`config.mk`:
```
export PLATFORM = sky130hd
export DESIGN_NAME = irel_top
export DESIGN_NICKNAME = d
export VERILOG_FILES = /design/src/design/irel_pkg.sv /design/src/design/irel_top.sv
export SDC_FILE = /design/constraint.sdc
export NUM_CORES = 1
export LEC_CHECK = 0
export BUFFER_PORTS_ARGS = -buffer_cell sky130_fd_sc_hd__buf_2
export CAP_MARGIN = 20
export CORE_MARGIN = 1.5
export CORE_UTILIZATION = 49
export CTS_CLUSTER_SIZE = 28
export DETAILED_ROUTE_END_ITERATION = 8
export PLACE_DENSITY = 0.88
export SLEW_MARGIN = 10
export SYNTH_ARGS = -nofsm -noshare
export SYNTH_HDL_FRONTEND = slang
export SYNTH_SLANG_ARGS = --single-unit
export TNS_END_PERCENT = 50
```
`constraint.sdc`:
```
create_clock -name clk -period 42.9 [get_ports clk]
set_input_delay 6.435 -clock clk [delete_from_list [all_inputs] [get_ports clk]]
set_output_delay 6.435 -clock clk [all_outputs]
set_load 0.03 [all_outputs]
```
`src/design/irel_pkg.sv`:
```
// Constants shared by the interrupt request and enable logic
package irel_pkg;
    localparam int NUM_SRC = 16;
    localparam int NUM_FLAG = 31;
    localparam int NUM_EXT = 4;
    localparam int NUM_LVL = 4;
    // Flag vector layout
    localparam int F_EXT0 = 0;
    localparam int F_EXT1 = 1;
    localparam int F_EXT2 = 2;
    localparam int F_EXT3 = 3;
    localparam int F_TMR0 = 4;
    localparam int F_TMR1 = 5;
    localparam int F_S0RX = 6;
    localparam int F_S0TX = 7;
    localparam int F_T2OVF = 8;
    localparam int F_T2EXT = 9;
    localparam int F_SPI = 10;
    localparam int F_CONV = 11;
    localparam int F_ARR_OVF = 12;
    localparam int F_ARR_MOD5 = 18;
    localparam int F_SYS_LO = 19;
    localparam int F_SYS_HI = 25;
    localparam int F_S1RX = 26;
    localparam int F_S1TX = 27;
    localparam int F_KEYPAD = 28;
    localparam int F_TWA = 29;
    localparam int F_TWB = 30;
    // Source numbers, also the fixed polling order
    localparam logic [3:0] S_EXT0 = 4'h0;
    localparam logic [3:0] S_TMR0 = 4'h1;
    localparam logic [3:0] S_EXT1 = 4'h2;
    localparam logic [3:0] S_TMR1 = 4'h3;
    localparam logic [3:0] S_SER0 = 4'h4;
    localparam logic [3:0] S_EXT2 = 4'h6;
    localparam logic [3:0] S_EXT3 = 4'h7;
    localparam logic [3:0] S_SYS = 4'hb;
    // Bit positions in the readback copies of the control registers, and of the global enable in basic_enable_reg
    localparam int TCR_EXT0_BIT = 1;
    localparam int TCR_EXT1_BIT = 3;
    localparam int TCR_TMR0_BIT = 5;
    localparam int TCR_TMR1_BIT = 7;
    localparam int XCR_EXT2_BIT = 1;
    localparam int XCR_EXT3_BIT = 5;
    localparam int GLOBAL_EN_BIT = 7;
    // Reset values and vector table
    localparam logic [30:0] FLAGS_RST = 31'h0;
    localparam logic [15:0] VEC_BASE = 16'h0003;
    localparam logic [15:0] VEC_STEP = 16'h0008;
endpackage

```
`src/design/irel_top.sv`:
```
// Interrupt request flags, enable gating and vectoring arbiter
module irel_top (
    input wire logic clk,
    input wire logic rst_n,
    input wire logic [3:0] ext_irq_in_n,
    input wire logic [3:0] ext_trig_type,
    input wire logic [30:0] periph_flag_set,
    input wire logic [30:0] sw_flag_set,
    input wire logic [30:0] sw_flag_clr,
    input wire logic ser_tx_redirect_en,
    input wire logic [7:0] basic_enable_reg,
    input wire logic ext_en_2,
    input wire logic ext_en_3,
    input wire logic [7:0] extended_enable_reg,
    input wire logic [15:0] prio_hi,
    input wire logic [15:0] prio_lo,
    input wire logic instr_final,
    input wire logic ctrl_reg_wr,
    input wire logic reti,
    input wire logic vec_ack,
    output logic [30:0] flags_q,
    output logic [7:0] timer_ctrl_flags_q,
    output logic [7:0] ext_irq_ctrl_flags_q,
    output logic vec_req_q,
    output logic [3:0] vec_src_q,
    output logic [15:0] vec_addr_q,
    output logic [3:0] in_service_q
);

    function automatic logic [1:0] level_of(input logic [15:0] hi,
                                            input logic [15:0] lo,
                                            input logic [3:0] s);
        level_of = {hi[s], lo[s]};
    endfunction

    // True when a handler at this level or above is running
    function automatic logic lvl_blocked(input logic [1:0] lvl,
                                         input logic [3:0] ins);
        logic b;
        b = 1'b0;
        for (int k = 0; k < irel_pkg::NUM_LVL; k++) begin
            if (ins[k] && k >= int'(lvl)) begin
                b = 1'b1;
            end
        end
        lvl_blocked = b;
    endfunction

    logic [3:0] pin_q;
    logic [3:0] pin_d;
    logic [30:0] flags_d;
    logic [30:0] hw_set;
    logic [30:0] auto_clr;
    logic [3:0] ext_edge;
    logic [15:0] req;
    logic [15:0] en;
    logic [15:0] pend;
    logic win_valid;
    logic [3:0] win_src;
    logic [1:0] win_lvl;
    logic take;
    logic vec_req_d;
    logic [3:0] vec_src_d;
    logic [15:0] vec_addr_d;
    logic [3:0] in_service_d;
    logic [7:0] tcr_d;
    logic [7:0] xcr_d;

    assign take = vec_req_q && vec_ack;
    assign pin_d = ext_irq_in_n;

    // Inputs are active low: a fall on the pin is the request edge
    genvar g;
    generate
        for (g = 0; g < irel_pkg::NUM_EXT; g++) begin : g_edge
            assign ext_edge[g] = ext_trig_type[g] && pin_q[g]
                                 && !ext_irq_in_n[g];
        end
    endgenerate

    assign hw_set = {periph_flag_set[30:4], ext_edge};

    // Only the edge external flags and the timer 0/1 flags clear on ack
    always_comb begin
        auto_clr = '0;
        if (take) begin
            unique case (vec_src_q)
                irel_pkg::S_EXT0: auto_clr[irel_pkg::F_EXT0] = 1'b1;
                irel_pkg::S_EXT1: auto_clr[irel_pkg::F_EXT1] = 1'b1;
                irel_pkg::S_EXT2: auto_clr[irel_pkg::F_EXT2] = 1'b1;
                irel_pkg::S_EXT3: auto_clr[irel_pkg::F_EXT3] = 1'b1;
                irel_pkg::S_TMR0: auto_clr[irel_pkg::F_TMR0] = 1'b1;
                irel_pkg::S_TMR1: auto_clr[irel_pkg::F_TMR1] = 1'b1;
                default: auto_clr = '0;
            endcase
        end
    end

    // A set in the same cycle as a clear wins so no event is lost
    always_comb begin
        flags_d = flags_q;
        for (int i = 0; i < irel_pkg::NUM_FLAG; i++) begin
            if (sw_flag_clr[i] || auto_clr[i]) begin
                flags_d[i] = 1'b0;
            end
            if (sw_flag_set[i] || hw_set[i]) begin
                flags_d[i] = 1'b1;
            end
        end
        for (int e = 0; e < irel_pkg::NUM_EXT; e++) begin
            if (!ext_trig_type[e]) begin
                flags_d[e] = !ext_irq_in_n[e];
            end
        end
        tcr_d = '0;
        tcr_d[irel_pkg::TCR_EXT0_BIT] = flags_d[irel_pkg::F_EXT0];
        tcr_d[irel_pkg::TCR_EXT1_BIT] = flags_d[irel_pkg::F_EXT1];
        tcr_d[irel_pkg::TCR_TMR0_BIT] = flags_d[irel_pkg::F_TMR0];
        tcr_d[irel_pkg::TCR_TMR1_BIT] = flags_d[irel_pkg::F_TMR1];
        xcr_d = '0;
        xcr_d[irel_pkg::XCR_EXT2_BIT] = flags_d[irel_pkg::F_EXT2];
        xcr_d[irel_pkg::XCR_EXT3_BIT] = flags_d[irel_pkg::F_EXT3];
    end

    always_ff @(posedge clk) begin
        if (!rst_n) begin
            pin_q <= 4'hf;
            flags_q <= irel_pkg::FLAGS_RST;
            timer_ctrl_flags_q <= 8'h00;
            ext_irq_ctrl_flags_q <= 8'h00;
        end else begin
            pin_q <= pin_d;
            flags_q <= flags_d;
            timer_ctrl_flags_q <= tcr_d;
            ext_irq_ctrl_flags_q <= xcr_d;
        end
    end

    // Per-source request terms, one per source
    always_comb begin
        req[0] = flags_q[irel_pkg::F_EXT0];
        req[1] = flags_q[irel_pkg::F_TMR0];
        req[2] = flags_q[irel_pkg::F_EXT1];
        req[3] = flags_q[irel_pkg::F_TMR1];
        req[4] = flags_q[irel_pkg::F_S0RX]
                 | flags_q[irel_pkg::F_S0TX];
        req[5] = flags_q[irel_pkg::F_T2OVF]
                 | flags_q[irel_pkg::F_T2EXT];
        req[6] = flags_q[irel_pkg::F_EXT2];
        req[7] = flags_q[irel_pkg::F_EXT3];
        req[8] = flags_q[irel_pkg::F_SPI];
        req[9] = flags_q[irel_pkg::F_CONV];
        req[10] = |flags_q[irel_pkg::F_ARR_MOD5:
                           irel_pkg::F_ARR_OVF];
        req[11] = |flags_q[irel_pkg::F_SYS_HI:irel_pkg::F_SYS_LO]
                  | (flags_q[irel_pkg::F_S0TX]
                     && ser_tx_redirect_en);
        req[12] = flags_q[irel_pkg::F_S1RX]
                  | flags_q[irel_pkg::F_S1TX];
        req[13] = flags_q[irel_pkg::F_KEYPAD];
        req[14] = flags_q[irel_pkg::F_TWA];
        req[15] = flags_q[irel_pkg::F_TWB];
    end

    assign en = {extended_enable_reg, ext_en_3, ext_en_2,
                 basic_enable_reg[5:0]};
    assign pend = req & en
                  & {16{basic_enable_reg[irel_pkg::GLOBAL_EN_BIT]}};

    // Scan down so that among equal levels the lowest number wins
    always_comb begin
        win_valid = 1'b0;
        win_src = 4'h0;
        win_lvl = 2'h0;
        for (int i = irel_pkg::NUM_SRC - 1; i >= 0; i--) begin
            if (pend[i] && (!win_valid
                || level_of(prio_hi, prio_lo, 4'(i)) >= win_lvl)) begin
                win_valid = 1'b1;
                win_src = 4'(i);
                win_lvl = level_of(prio_hi, prio_lo, 4'(i));
            end
        end
    end

    // Flags sampled into flags_q are polled here; the strobe is re-judged
    // every cycle so a cancelled request withdraws before it is acked
    always_comb begin
        vec_req_d = 1'b0;
        vec_src_d = vec_src_q;
        vec_addr_d = vec_addr_q;
        in_service_d = in_service_q;
        if (take) begin
            in_service_d[level_of(prio_hi, prio_lo, vec_src_q)] = 1'b1;
        end else if (reti) begin
            for (int k = 0; k < irel_pkg::NUM_LVL; k++) begin
                if (in_service_q[k] && !(|(in_service_q >> (k + 1)))) begin
                    in_service_d[k] = 1'b0;
                end
            end
        end
        if (win_valid && !lvl_blocked(win_lvl, in_service_q)
            && instr_final && !ctrl_reg_wr && !reti && !take) begin
            vec_req_d = 1'b1;
            vec_src_d = win_src;
            vec_addr_d = 16'(irel_pkg::VEC_BASE
                             + irel_pkg::VEC_STEP * win_src);
        end
    end

    always_ff @(posedge clk) begin
        if (!rst_n) begin
            vec_req_q <= 1'b0;
            vec_src_q <= 4'h0;
            vec_addr_q <= irel_pkg::VEC_BASE;
            in_service_q <= 4'h0;
        end else begin
            vec_req_q <= vec_req_d;
            vec_src_q <= vec_src_d;
            vec_addr_q <= vec_addr_d;
            in_service_q <= in_service_d;
        end
    end

    // Helper copies read only by the checks below
    logic [15:0] pend_q;
    logic [3:0] ins_prev_q;
    always_ff @(posedge clk) begin
        pend_q <= pend;
        ins_prev_q <= in_service_q;
    end
endmodule

```
==> results of run 1 <==
state kept, by name, indices dropped and copies added, names as in the netlist:
register / flops
in_service_q: 4
vec_req_q: 1
pin_q: 4
vec_src_q: 4
flags_q: 31
placed cells by master, fill, tap and decap left out, types with 4 or more instances in the layout:
master | Yosys | layout
nand2b_1 | 49 | 49
nand3_1 | 18 | 18
dfxtp_1 | 44 | 44
and2_1 | 5 | 5
o21bai_1 | 4 | 4
nor4_1 | 5 | 5
inv_1 | 27 | 27
nand2_1 | 33 | 33
conb_1 | 2 | 22
mux2i_1 | 4 | 4
a21o_1 | 10 | 10
a211oi_1 | 4 | 4
and3_1 | 7 | 7
a21boi_0 | 4 | 4
nor3_1 | 14 | 14
nor2_1 | 52 | 52
o211ai_1 | 7 | 7
clkbuf_8 | 0 | 5
o21ai_0 | 19 | 19
ha_1 | 23 | 23
a21oi_1 | 59 | 59
buf_2 | 1 | 202
mux4_2 | 10 | 10
worst min-delay path, delay by kind of cell, from the launching register on:
kind	cells	cell delay (ps)
flops	1	330
compound gates	1	60
simple gates	1	70
path summary, 6_finish.rpt:
| path | start | end | slack (ps) | cells past startpoint |
|---|---|---|---|---|
| hold / removal | flags_q[19] | flags_q[19] | 490 | 2 |
| hold reg to reg | flags_q[19] | flags_q[19] | 490 | 2 |
| setup reg to reg | flags_q[30] | vec_src_q[1] | 21270 | 100 |
| setup / recovery | basic_enable_reg[7] | vec_src_q[1] | 15190 | 101 |
power by group:
group	total, mW	internal (mW)	switching [mW]
registers	0.0464	0.0434	0.00300
logic	0.0545	0.0227	0.0319
clock network	0.0340	0.0176	0.0164
total	0.135	0.0836	0.0513
Yosys cell counts, types with 4 or more instances:
cell type	instances
nand2b_1	49
and2_1	5
nor2_1	52
a21o_1	10
buf_4	32
inv_1	27
clkbuf_1	7
mux2i_1	4
mux4_2	10
nor3_1	14
ha_1	23
o21bai_1	4
a211oi_1	4
and3_1	7
a21oi_1	59
dfxtp_1	44
nor4_1	5
a21boi_0	4
nand3_1	18
o211ai_1	7
o21ai_0	19
nand2_1	33
final cells by class:
class | count | area (um^2)
sequential | 44 | 880.8
fill | 737 | 2774
multi-input combinational | 420 | 2834
clock buffer | 5 | 68.82
timing repair buffer | 202 | 1011
inverter | 28 | 105.1
clock inverter | 3 | 46.29
tap | 102 | 127.6
cells by family (layout without fill, tap and decap cells):
group / Yosys count / in the layout / share of synthesized area
buffers and inverters: 70 / 238 / 0.09546
and+or+nand+nor: 201 / 201 / 0.2568
muxes: 16 / 16 / 0.07152
other: 2 / 22 / 0.001866
AOI/OAI and AO/OA: 157 / 157 / 0.2814
DFF: 44 / 44 / 0.2189
adders and majority gates: 24 / 24 / 0.07401
layer usage:
metal  track usage  up-vias  wire (um)
met5             0        -          0
met4       0.09950        0        280
met3       0.04472       21        885
met2        0.5151      213       6359
met1        0.3318     2085       4877
li1              -     2211          -
metrics by stage:
| stage | area (um^2) | hold WS, ps | std cells |
|---|---|---|---|
| 3_5_place_dp | 4959 | 478.6 | 796 |
| 2_1_floorplan | 4099 | 507.5 | 534 |
| 3_3_place_gp | 4959 | 466.0 | 796 |
| 4_1_cts | 5074 | 494.2 | 804 |
| 5_1_grt | 5074 | 516.2 | 804 |
| 6_report | 5074 | 489.0 | 804 |
==> impl_results.md, run 1 <==
* Status: finished, final reports clean
* Final worst path period share at 0.6459
* I/O Buffers at 202
* Buffers & Inverters on Critical Path at 2
* CP required at around 43000 ps
* Crit-path max cell delay at 580 ps
* Final WL at 12400 um
* Drt first pass iters at 5
* Top FF cell, synth: dfxtp_1
* Final core utilization at 0.6465
* Setup-failing EPs final at 0
* Clock period minus worst slack at 27710 ps
* Worst Tran Pin Value at 857.9 ps
* Sequential area share after synthesis at 0.2189
* Clock tree sinks at 44
* DIE HEIGHT at 93.62 um
* Root buf cell: clkbuf_8
* Total power at 0.1349 mW
* Warnings from Yosys at 0
* Residual DRC at 0
* Ratio of cells with drive above 1 in the final layout at 0.3504
* Clock-pin slew on the worst setup and hold paths at 90 ps
* Startpoint types: input port
* Wire per inst at between 15 and 20 um
* PD cells at 26.59 nW/um^2
* Clk buf depth at 2
* Syn Inst Count at about 510
* First-pass GRT wire length at 20030 um
* VDD IR max at 0.00002304 V
* Nets@finish at 882
* Boundary Pins at 230
* FFs w/ async S/R, synth at 0
* Peak Freq at between 0.03 and 0.04 GHz
* Crit-path leading delay family: compound AO/OA/AOI/OAI gates
* Largest area contributor in the netlist: dfxtp_1
* Crit path setup slack, layout at 15190 ps
* WS Path Type: in2reg
* Violation count after the first detailed-routing iteration at 227
* Synthesized area per cell at 7.829 um^2
* RSZ-0062 raised after global routing: false
* DR vias/cell at 5.634
* CP max-delay cell: a221oi_1
* CP max FO at 20
* Routability Congestion at 0.9241
* Clk_skew at 5.250 ps
* Vias in the first global route at ~4.5k
* Post-synthesis cell type count at 71
* Max Slew Vio Count at 0
* Number of clock buffers inserted by TritonCTS at 5
* Crit path capture type: register
* Total Routing Usage GR at 0.2826
* Die area at 8765 um^2
* Max Cap Viol at 0
* Core Footprint at about 7800 um^2
* N_diodes at 0
* Synthesized area at between 4000 and 5000 um^2
* Data arrival, critical path at about 28000 ps
* Area grow syn2layout at 26.09%
* Setup slack at placement at 15260 ps
* Final Hold Viols at 0
* Via count at ~4.5k
* Initial cell density of the core at 0.5128
* Core Rows at 32
* Pin count of the biggest net entering global routing at 38
* Max-slew headroom at 0.4273
* Leak at about 2.6 nW
* #FFs+latches synth at 44
* CTS tree: built
* Detailed placer's ending HPWL at 10170 um
* Yosys top cell area share at 0.2189
* Post-synth EDFFs at 0
* Clk Latency, worst-skew pair at 310 ps
* GRT overflow at 0
* Initial antenna violation count at 0
* H-tree depth at 2
* Antenna Nets Post-Route at 0
* Setup TNS at 0 ps
* Post-CTS setup buffers at 0
* Hold_buf cts at 0
* Die W at 93.62 um
* Area contributors post-synth: dfxtp_1 (22%), nand2b_1 (7.6%), a21oi_1 (7.3%), ha_1 (7.2%), buf_4 (6.0%)
* Hold Crit Class: reg2reg
* Post-CTS Resized at 0
No activity file was read; power rests on OpenSTA's default activity.
==> run 2: changes to the inputs <==
--- a/config.mk
+++ b/config.mk
@@ -8,10 +8,10 @@
 export BUFFER_PORTS_ARGS = -buffer_cell sky130_fd_sc_hd__buf_2
 export CAP_MARGIN = 20
 export CORE_MARGIN = 1.5
-export CORE_UTILIZATION = 49
+export CORE_UTILIZATION = 45
 export CTS_CLUSTER_SIZE = 28
 export DETAILED_ROUTE_END_ITERATION = 8
-export PLACE_DENSITY = 0.88
+export PLACE_DENSITY = 0.82
 export SLEW_MARGIN = 10
 export SYNTH_ARGS = -nofsm -noshare
 export SYNTH_HDL_FRONTEND = slang
==> constraint.sdc (replaced) <==
create_clock -name clk -period 27.5 [get_ports clk]
set_input_delay 4.125 -clock clk [delete_from_list [all_inputs] [get_ports clk]]
set_output_delay 4.125 -clock clk [all_outputs]
set_load 0.03 [all_outputs]
==> run 2 against run 1 <==
  * Register-to-register slack worse by 15000 ps
  * Sequential share of layout area about the same
  * Via count up 0.60%
  * Combinational power up 56%
  * Wire length up 0.71%
==> impl_results.md, run 2 (same netlist as run 1, synthesis figures left out) <==
* CP required at 27680 ps (-15400 ps)
* Most frequent CP cell: a21oi_1
* Register share of total power at 0.345 (about the same)
* Final Hold Viols at 0 (unchanged)
* Clk_skew at 3.925 ps (-1.325 ps)
* Buffers & Inverters on Critical Path at 2 (unchanged)
* Startpoint types: input port
* Crit path setup slack, layout at 2348 ps (-12840 ps)
* Detailed placer's ending HPWL at 10300 um (+1.3%)
* Sw frac at 0.3785 (-0.001564)
* Clock tree sinks at 44 (unchanged)
* Placed cell count at 802 (+0.75%)
* Pin count of the biggest net entering global routing at 38 (unchanged)
* Drt first pass iters at 5 (unchanged)
* Core Rows at 34 (+6.3%)
* Routability Congestion at 0.8736 (-5.5%)
* VDD IR max at 0.00002141 V (-7.1%)
* Violation count after the first detailed-routing iteration at 218 (-4.0%)
* Area grow syn2layout at 26.27%
* Clock period minus worst slack at about 25000 ps
* H-tree depth at 2 (unchanged)
* Max FFs per register at 31 (unchanged)
* Setup TNS at 0 ps (unchanged)
* Clk Latency, worst-skew pair at 300 ps (about the same)
* Post-CTS setup buffers at 0 (unchanged)
* CTS tree: built
* Clock-pin slew on the worst setup and hold paths at 90 ps (about the same)
* Leak at 2.552 nW (unchanged)
* GRT overflow at 0 (unchanged)
* Max Slew Vio Count at 0 (unchanged)
* Die area at 9518 um^2 (+8.6%)
* N_diodes at 0 (unchanged)
* DIE HEIGHT at 97.56 um (+4.2%)
* Final core utilization at 0.5855 (-0.06103)
* Number of clock buffers inserted by TritonCTS at 5 (unchanged)
* Non-filler cells, final at 810 (+0.75%)
* Vias in the first global route at 4542 (+0.64%)
* Psw at 0.07941 mW (+55%)
* WP depth at 103 (+2.0%)
* Commonest non-fill, non-tap cell in the layout: buf_2
* Register with the most flip-flops: flags_q
* Status: finished, final reports clean
* Commonest cells after routing, fill and taps aside: buf_2 (202), a21oi_1 (59), nor2_1 (52)
* Clk buf depth at 2 (unchanged)
* Fin Hold WS at 488.7 ps (-0.3500 ps)
* PD cells at 41.29 nW/um^2 (+55%)
* DR vias/cell at 5.626 (-0.15%)
* Nets@finish at 882 (unchanged)
* Boundary Pins at 230 (unchanged)
* Initial cell density of the core at 0.4637 (-0.04909)
* RSZ-0062 raised after global routing: false
* Core Footprint at 8678 um^2 (+11%)
* WS Path Type: in2reg
* First-pass GRT wire length at 20800 um (+3.8%)
* Crit path capture type: register
* Clock power frac at 0.250 (-0.002)
* Hold Crit Class: reg2reg
* Max-slew headroom at 0.4117 (-0.01557)
* I/O Buffers at 202 (unchanged)
* CP max FO at 20 (unchanged)
* Post-CTS Resized at 0 (unchanged)
* Min-Delay Path Depth at 2 (unchanged)
* Die W at 97.56 um (+4.2%)
* Data arrival, critical path at 25330 ps (-2560 ps)
* Final WL at 12490 um (+0.71%)
* CP max-delay cell: a221oi_1
* Antenna Nets Post-Route at 0 (unchanged)
* Internal at 0.1304 mW (+56%)
* FILL cells at 839 (+14%)
* Multi-input gate area at 2834 um^2 (unchanged)
* Ratio of cells with drive above 1 in the final layout at 0.3504 (unchanged)
* Worst r2r path cells at 102 (+2.0%)
* Setup-failing EPs final at 0 (unchanged)
* Wire per inst at 15.42 um (about the same)
* Comb pwr share at 0.405 (about the same)
* Crit-path leading delay family: compound AO/OA/AOI/OAI gates
* Via count at 4557 (+0.60%)
* Residual DRC at 0 (unchanged)
* Final worst path period share at 0.9146
* Peak Freq at about 0.04 GHz
* Root buf cell: clkbuf_8
* Max Cap Viol at 0 (unchanged)
* Worst Tran Pin Value at 881.2 ps (+23.32 ps)
* Initial antenna violation count at 0 (unchanged)
* Setup slack at placement at 2286 ps (-12970 ps)
* Total Routing Usage GR at 0.2624 (-0.02020)
* Crit-path max cell delay at 560 ps (-20 ps)
* Seq. cell area at 880.8 um^2 (unchanged)
* Hold_buf cts at 0 (unchanged)
[run 2: routing by layer]
layer  wire length (um)  up-vias  global-route usage
met5                  0        -                   0
met4                142        0             0.06593
met3               1044       13             0.03813
met2               6399      232              0.4770
met1               4905     2113              0.3232
li1                   -     2199                   -
[run 2: tightest hold or removal path: stages, from the launching register on]
cell      delay [ps]
dfxtp_1          330
nand2b_1          70
a21oi_1           60
[run 2: through the flow]
step | area [um^2] | total power, mW
CTS | 5081 | 0.2112
global route | 5081 | 0.2238
global placement | 4966 | 0.1549
detailed placement | 4966 | 0.1580
floorplan | 4099 | 0.1337
finish | 5081 | 0.2098
[run 2: final cells by class]
cell class | count | area share
clock inverter | 3 | 0.009111
timing repair buffer | 202 | 0.1990
tap | 108 | 0.02659
sequential | 44 | 0.1734
inverter | 28 | 0.02068
multi-input combinational | 420 | 0.5577
clock buffer | 5 | 0.01354
[run 2: power by group through the flow]
stage | Clock, mW | Combinational [mW] | Sequential, mW
2_1_floorplan | 0 | 0.0543 | 0.0794
3_3_place_gp | 0 | 0.0814 | 0.0735
3_5_place_dp | 0 | 0.0841 | 0.0739
4_1_cts | 0.0543 | 0.0845 | 0.0724
5_1_grt | 0.0571 | 0.0936 | 0.0731
6_report | 0.0525 | 0.0849 | 0.0724
[run 2: worst paths after layout]
path | to | slack (ps) | start
hold / removal | flags_q[26] | 490 | flags_q[26]
hold reg to reg | flags_q[26] | 490 | flags_q[26]
setup reg to reg | vec_src_q[3] | 6130 | flags_q[30]
setup / recovery | vec_src_q[3] | 2350 | basic_enable_reg[7]
==> run 3: changes to the inputs <==
--- a/config.mk
+++ b/config.mk
@@ -9,10 +9,11 @@
 export CAP_MARGIN = 20
 export CORE_MARGIN = 1.5
 export CORE_UTILIZATION = 45
+export CTS_CLUSTER_DIAMETER = 30
 export CTS_CLUSTER_SIZE = 28
 export DETAILED_ROUTE_END_ITERATION = 8
+export GPL_TIMING_DRIVEN = 0
 export PLACE_DENSITY = 0.82
-export SLEW_MARGIN = 10
 export SYNTH_ARGS = -nofsm -noshare
 export SYNTH_HDL_FRONTEND = slang
 export SYNTH_SLANG_ARGS = --single-unit
==> run 3 against run 2 <==
  * Cell count is 5.1% higher
  * Worst hold slack gained 1.6 ps
  * Sequential share of layout area down 0.89 points
  * Sequential cell count did not move
  * Global-route usage rose by 0.33 points
  * Die area is the same
  * Sequential power fell by 1%
  * Largest power group unchanged
  * Combinational power grew 6.2%
  * Critical path type unchanged
  * Via count rose by 3.2%
  * Non-clock buffer count increased by 41
  * Register-to-register slack worse by 110 ps
==> impl_results.md, run 3 (same netlist as run 1, synthesis figures left out) <==
* Routability Congestion at 0.9007 (+3.1%)
* Max FFs per register at 31 (unchanged)
* FILL cells at 821 (-2.1%)
* Max Slew Vio Count at 0 (unchanged)
* Setup TNS at 0 ps (unchanged)
* Post-CTS setup buffers at 0 (unchanged)
* Post-route cell area at 5355 um^2 (+5.4%)
* Leak at 2.732 nW (+7.0%)
* Crit path setup slack, layout at 2358 ps (+10.85 ps)
* Peak Freq at 0.03977 GHz (about the same)
* Pin count of the biggest net entering global routing at 16 (-58%)
* Drt first pass iters at 5 (unchanged)
* DIE HEIGHT at 97.56 um (unchanged)
* GRT overflow at 0 (unchanged)
* Commonest non-fill, non-tap cell in the layout: buf_2
* WS Path Type: in2reg
* Initial antenna violation count at 0 (unchanged)
* Hold Crit Class: reg2reg
* Hold_buf cts at 0 (unchanged)
* Number of clock buffers inserted by TritonCTS at 5 (unchanged)
* N_diodes at 0 (unchanged)
* Clock-pin slew on the worst setup and hold paths at 90 ps (about the same)
* Register with the most flip-flops: flags_q
* RSZ-0062 raised after global routing: false
* Multi-input gate area at 2834 um^2 (unchanged)
* Crit path capture type: register
* Nets@finish at 923 (+4.6%)
* CTS tree: built
* Commonest cells after routing, fill and taps aside: buf_2 (202), a21oi_1 (59), nor2_1 (52)
* Seq. cell area at 880.8 um^2 (unchanged)
* Die area at 9518 um^2 (unchanged)
* Residual DRC at 0 (unchanged)
* Total Routing Usage GR at 0.2657 (+0.003316)
* Clk buf depth at 2 (unchanged)
* Root buf cell: clkbuf_8
* Max Cap Viol at 0 (unchanged)
* DR vias/cell at 5.526 (-1.8%)
* Data arrival, critical path at 25320 ps (about the same)
* Detailed placer's ending HPWL at 10920 um (+6.0%)
* Clock tree sinks at 44 (unchanged)
* Core Rows at 34 (unchanged)
* PD cells at 40.28 nW/um^2 (-2.5%)
* Violation count after the first detailed-routing iteration at 230 (+5.5%)
* CP required at 27680 ps (about the same)
* Setup slack at placement at 2387 ps (+101.4 ps)
* Post-CTS Resized at 0 (unchanged)
* Status: finished, final reports clean
* Vias in the first global route at 4673 (+2.9%)
* Startpoint types: input port
* Die W at 97.56 um (unchanged)
* Boundary Pins at 230 (unchanged)
* Via count at 4703 (+3.2%)
* Ratio of cells with drive above 1 in the final layout at 0.3742 (+0.02373)
* Initial cell density of the core at 0.4637 (unchanged)
* Final Hold Viols at 0 (unchanged)
* Final WL at 13010 um (+4.1%)
* Antenna Nets Post-Route at 0 (unchanged)
* VDD IR max at 0.00002505 V (+17%)
* DP Area at 5240 um^2 (+5.5%)
* Crit-path max cell delay at 610 ps (+50 ps)
* CP max-delay cell: a221oi_1
* Clk Latency, worst-skew pair at 310 ps (about the same)
* Max-slew headroom at 0.4772 (+0.06543)
* Final worst path period share at 0.9142 (about the same)
* First-pass GRT wire length at 21130 um (+1.6%)
* Wire per inst at 15.29 um (-0.88%)
* Clk_skew at 11.19 ps (+7.264 ps)
* Area grow syn2layout at 33.08%
* Clock period minus worst slack at 25140 ps (-10.85 ps)
* Setup-failing EPs final at 0 (unchanged)
* Total power at 0.2157 mW (+2.8%)
* I/O Buffers at 201 (-0.50%)
* H-tree depth at 2 (unchanged)
* CP max FO at 10 (-50%)
* Core Footprint at 8678 um^2 (unchanged)
* Worst Tran Pin Value at 777.1 ps (-104.1 ps)
* Final core utilization at 0.6171 (+0.03157)
[run 3: area by class of cell]
| type | instances | share of cell area |
|---|---|---|
| clock buffers | 5 | 0.01285 |
| plain buffers | 42 | 0.05210 |
| well taps | 108 | 0.02523 |
| inverters | 28 | 0.01963 |
| repair buffers | 201 | 0.1878 |
| multi-input cells | 420 | 0.5292 |
| flip-flops and latches | 44 | 0.1645 |
| clock inverters | 3 | 0.008645 |
[run 3: per-layer routing]
metal	global-route usage	vias up	part of all wire
li1	-	2283	-
met1	0.3216	2169	0.40
met2	0.4947	232	0.51
met3	0.04029	19	0.082
met4	0.05385	0	0.011
met5	0	-	0
[run 3: worst max-delay path: cells and delay by family]
family,cells,cell delay (ps)
mux,3,900
buf+inv,3,370
simple gates,30,4330
fa+ha+maj,16,4210
compound gates,49,11320
[run 3: per-stage QoR]
stage	hold WS (ps)	cells
6_report	490.3	851
5_1_grt	513.7	851
4_1_cts	491.6	851
3_5_place_dp	478.3	843
3_3_place_gp	466.8	843
2_1_floorplan	507.5	534
[run 3: final timing paths]
| path | startpoint | to | slack, ps | depth (start not counted) |
|---|---|---|---|---|
| min | flags_q[26] | flags_q[26] | 490 | 2 |
| max reg2reg | flags_q[30] | vec_src_q[3] | 6020 | 99 |
| min reg2reg | flags_q[26] | flags_q[26] | 490 | 2 |
| max | basic_enable_reg[7] | vec_src_q[3] | 2360 | 101 |
[run 3: power breakdown]
part	switching (mW)	leakage, nW	internal (mW)
logic	0.0516	2.31	0.0386
registers	0.00394	0.367	0.0677
clock network	0.0264	0.0548	0.0274
total	0.0819	2.73	0.134
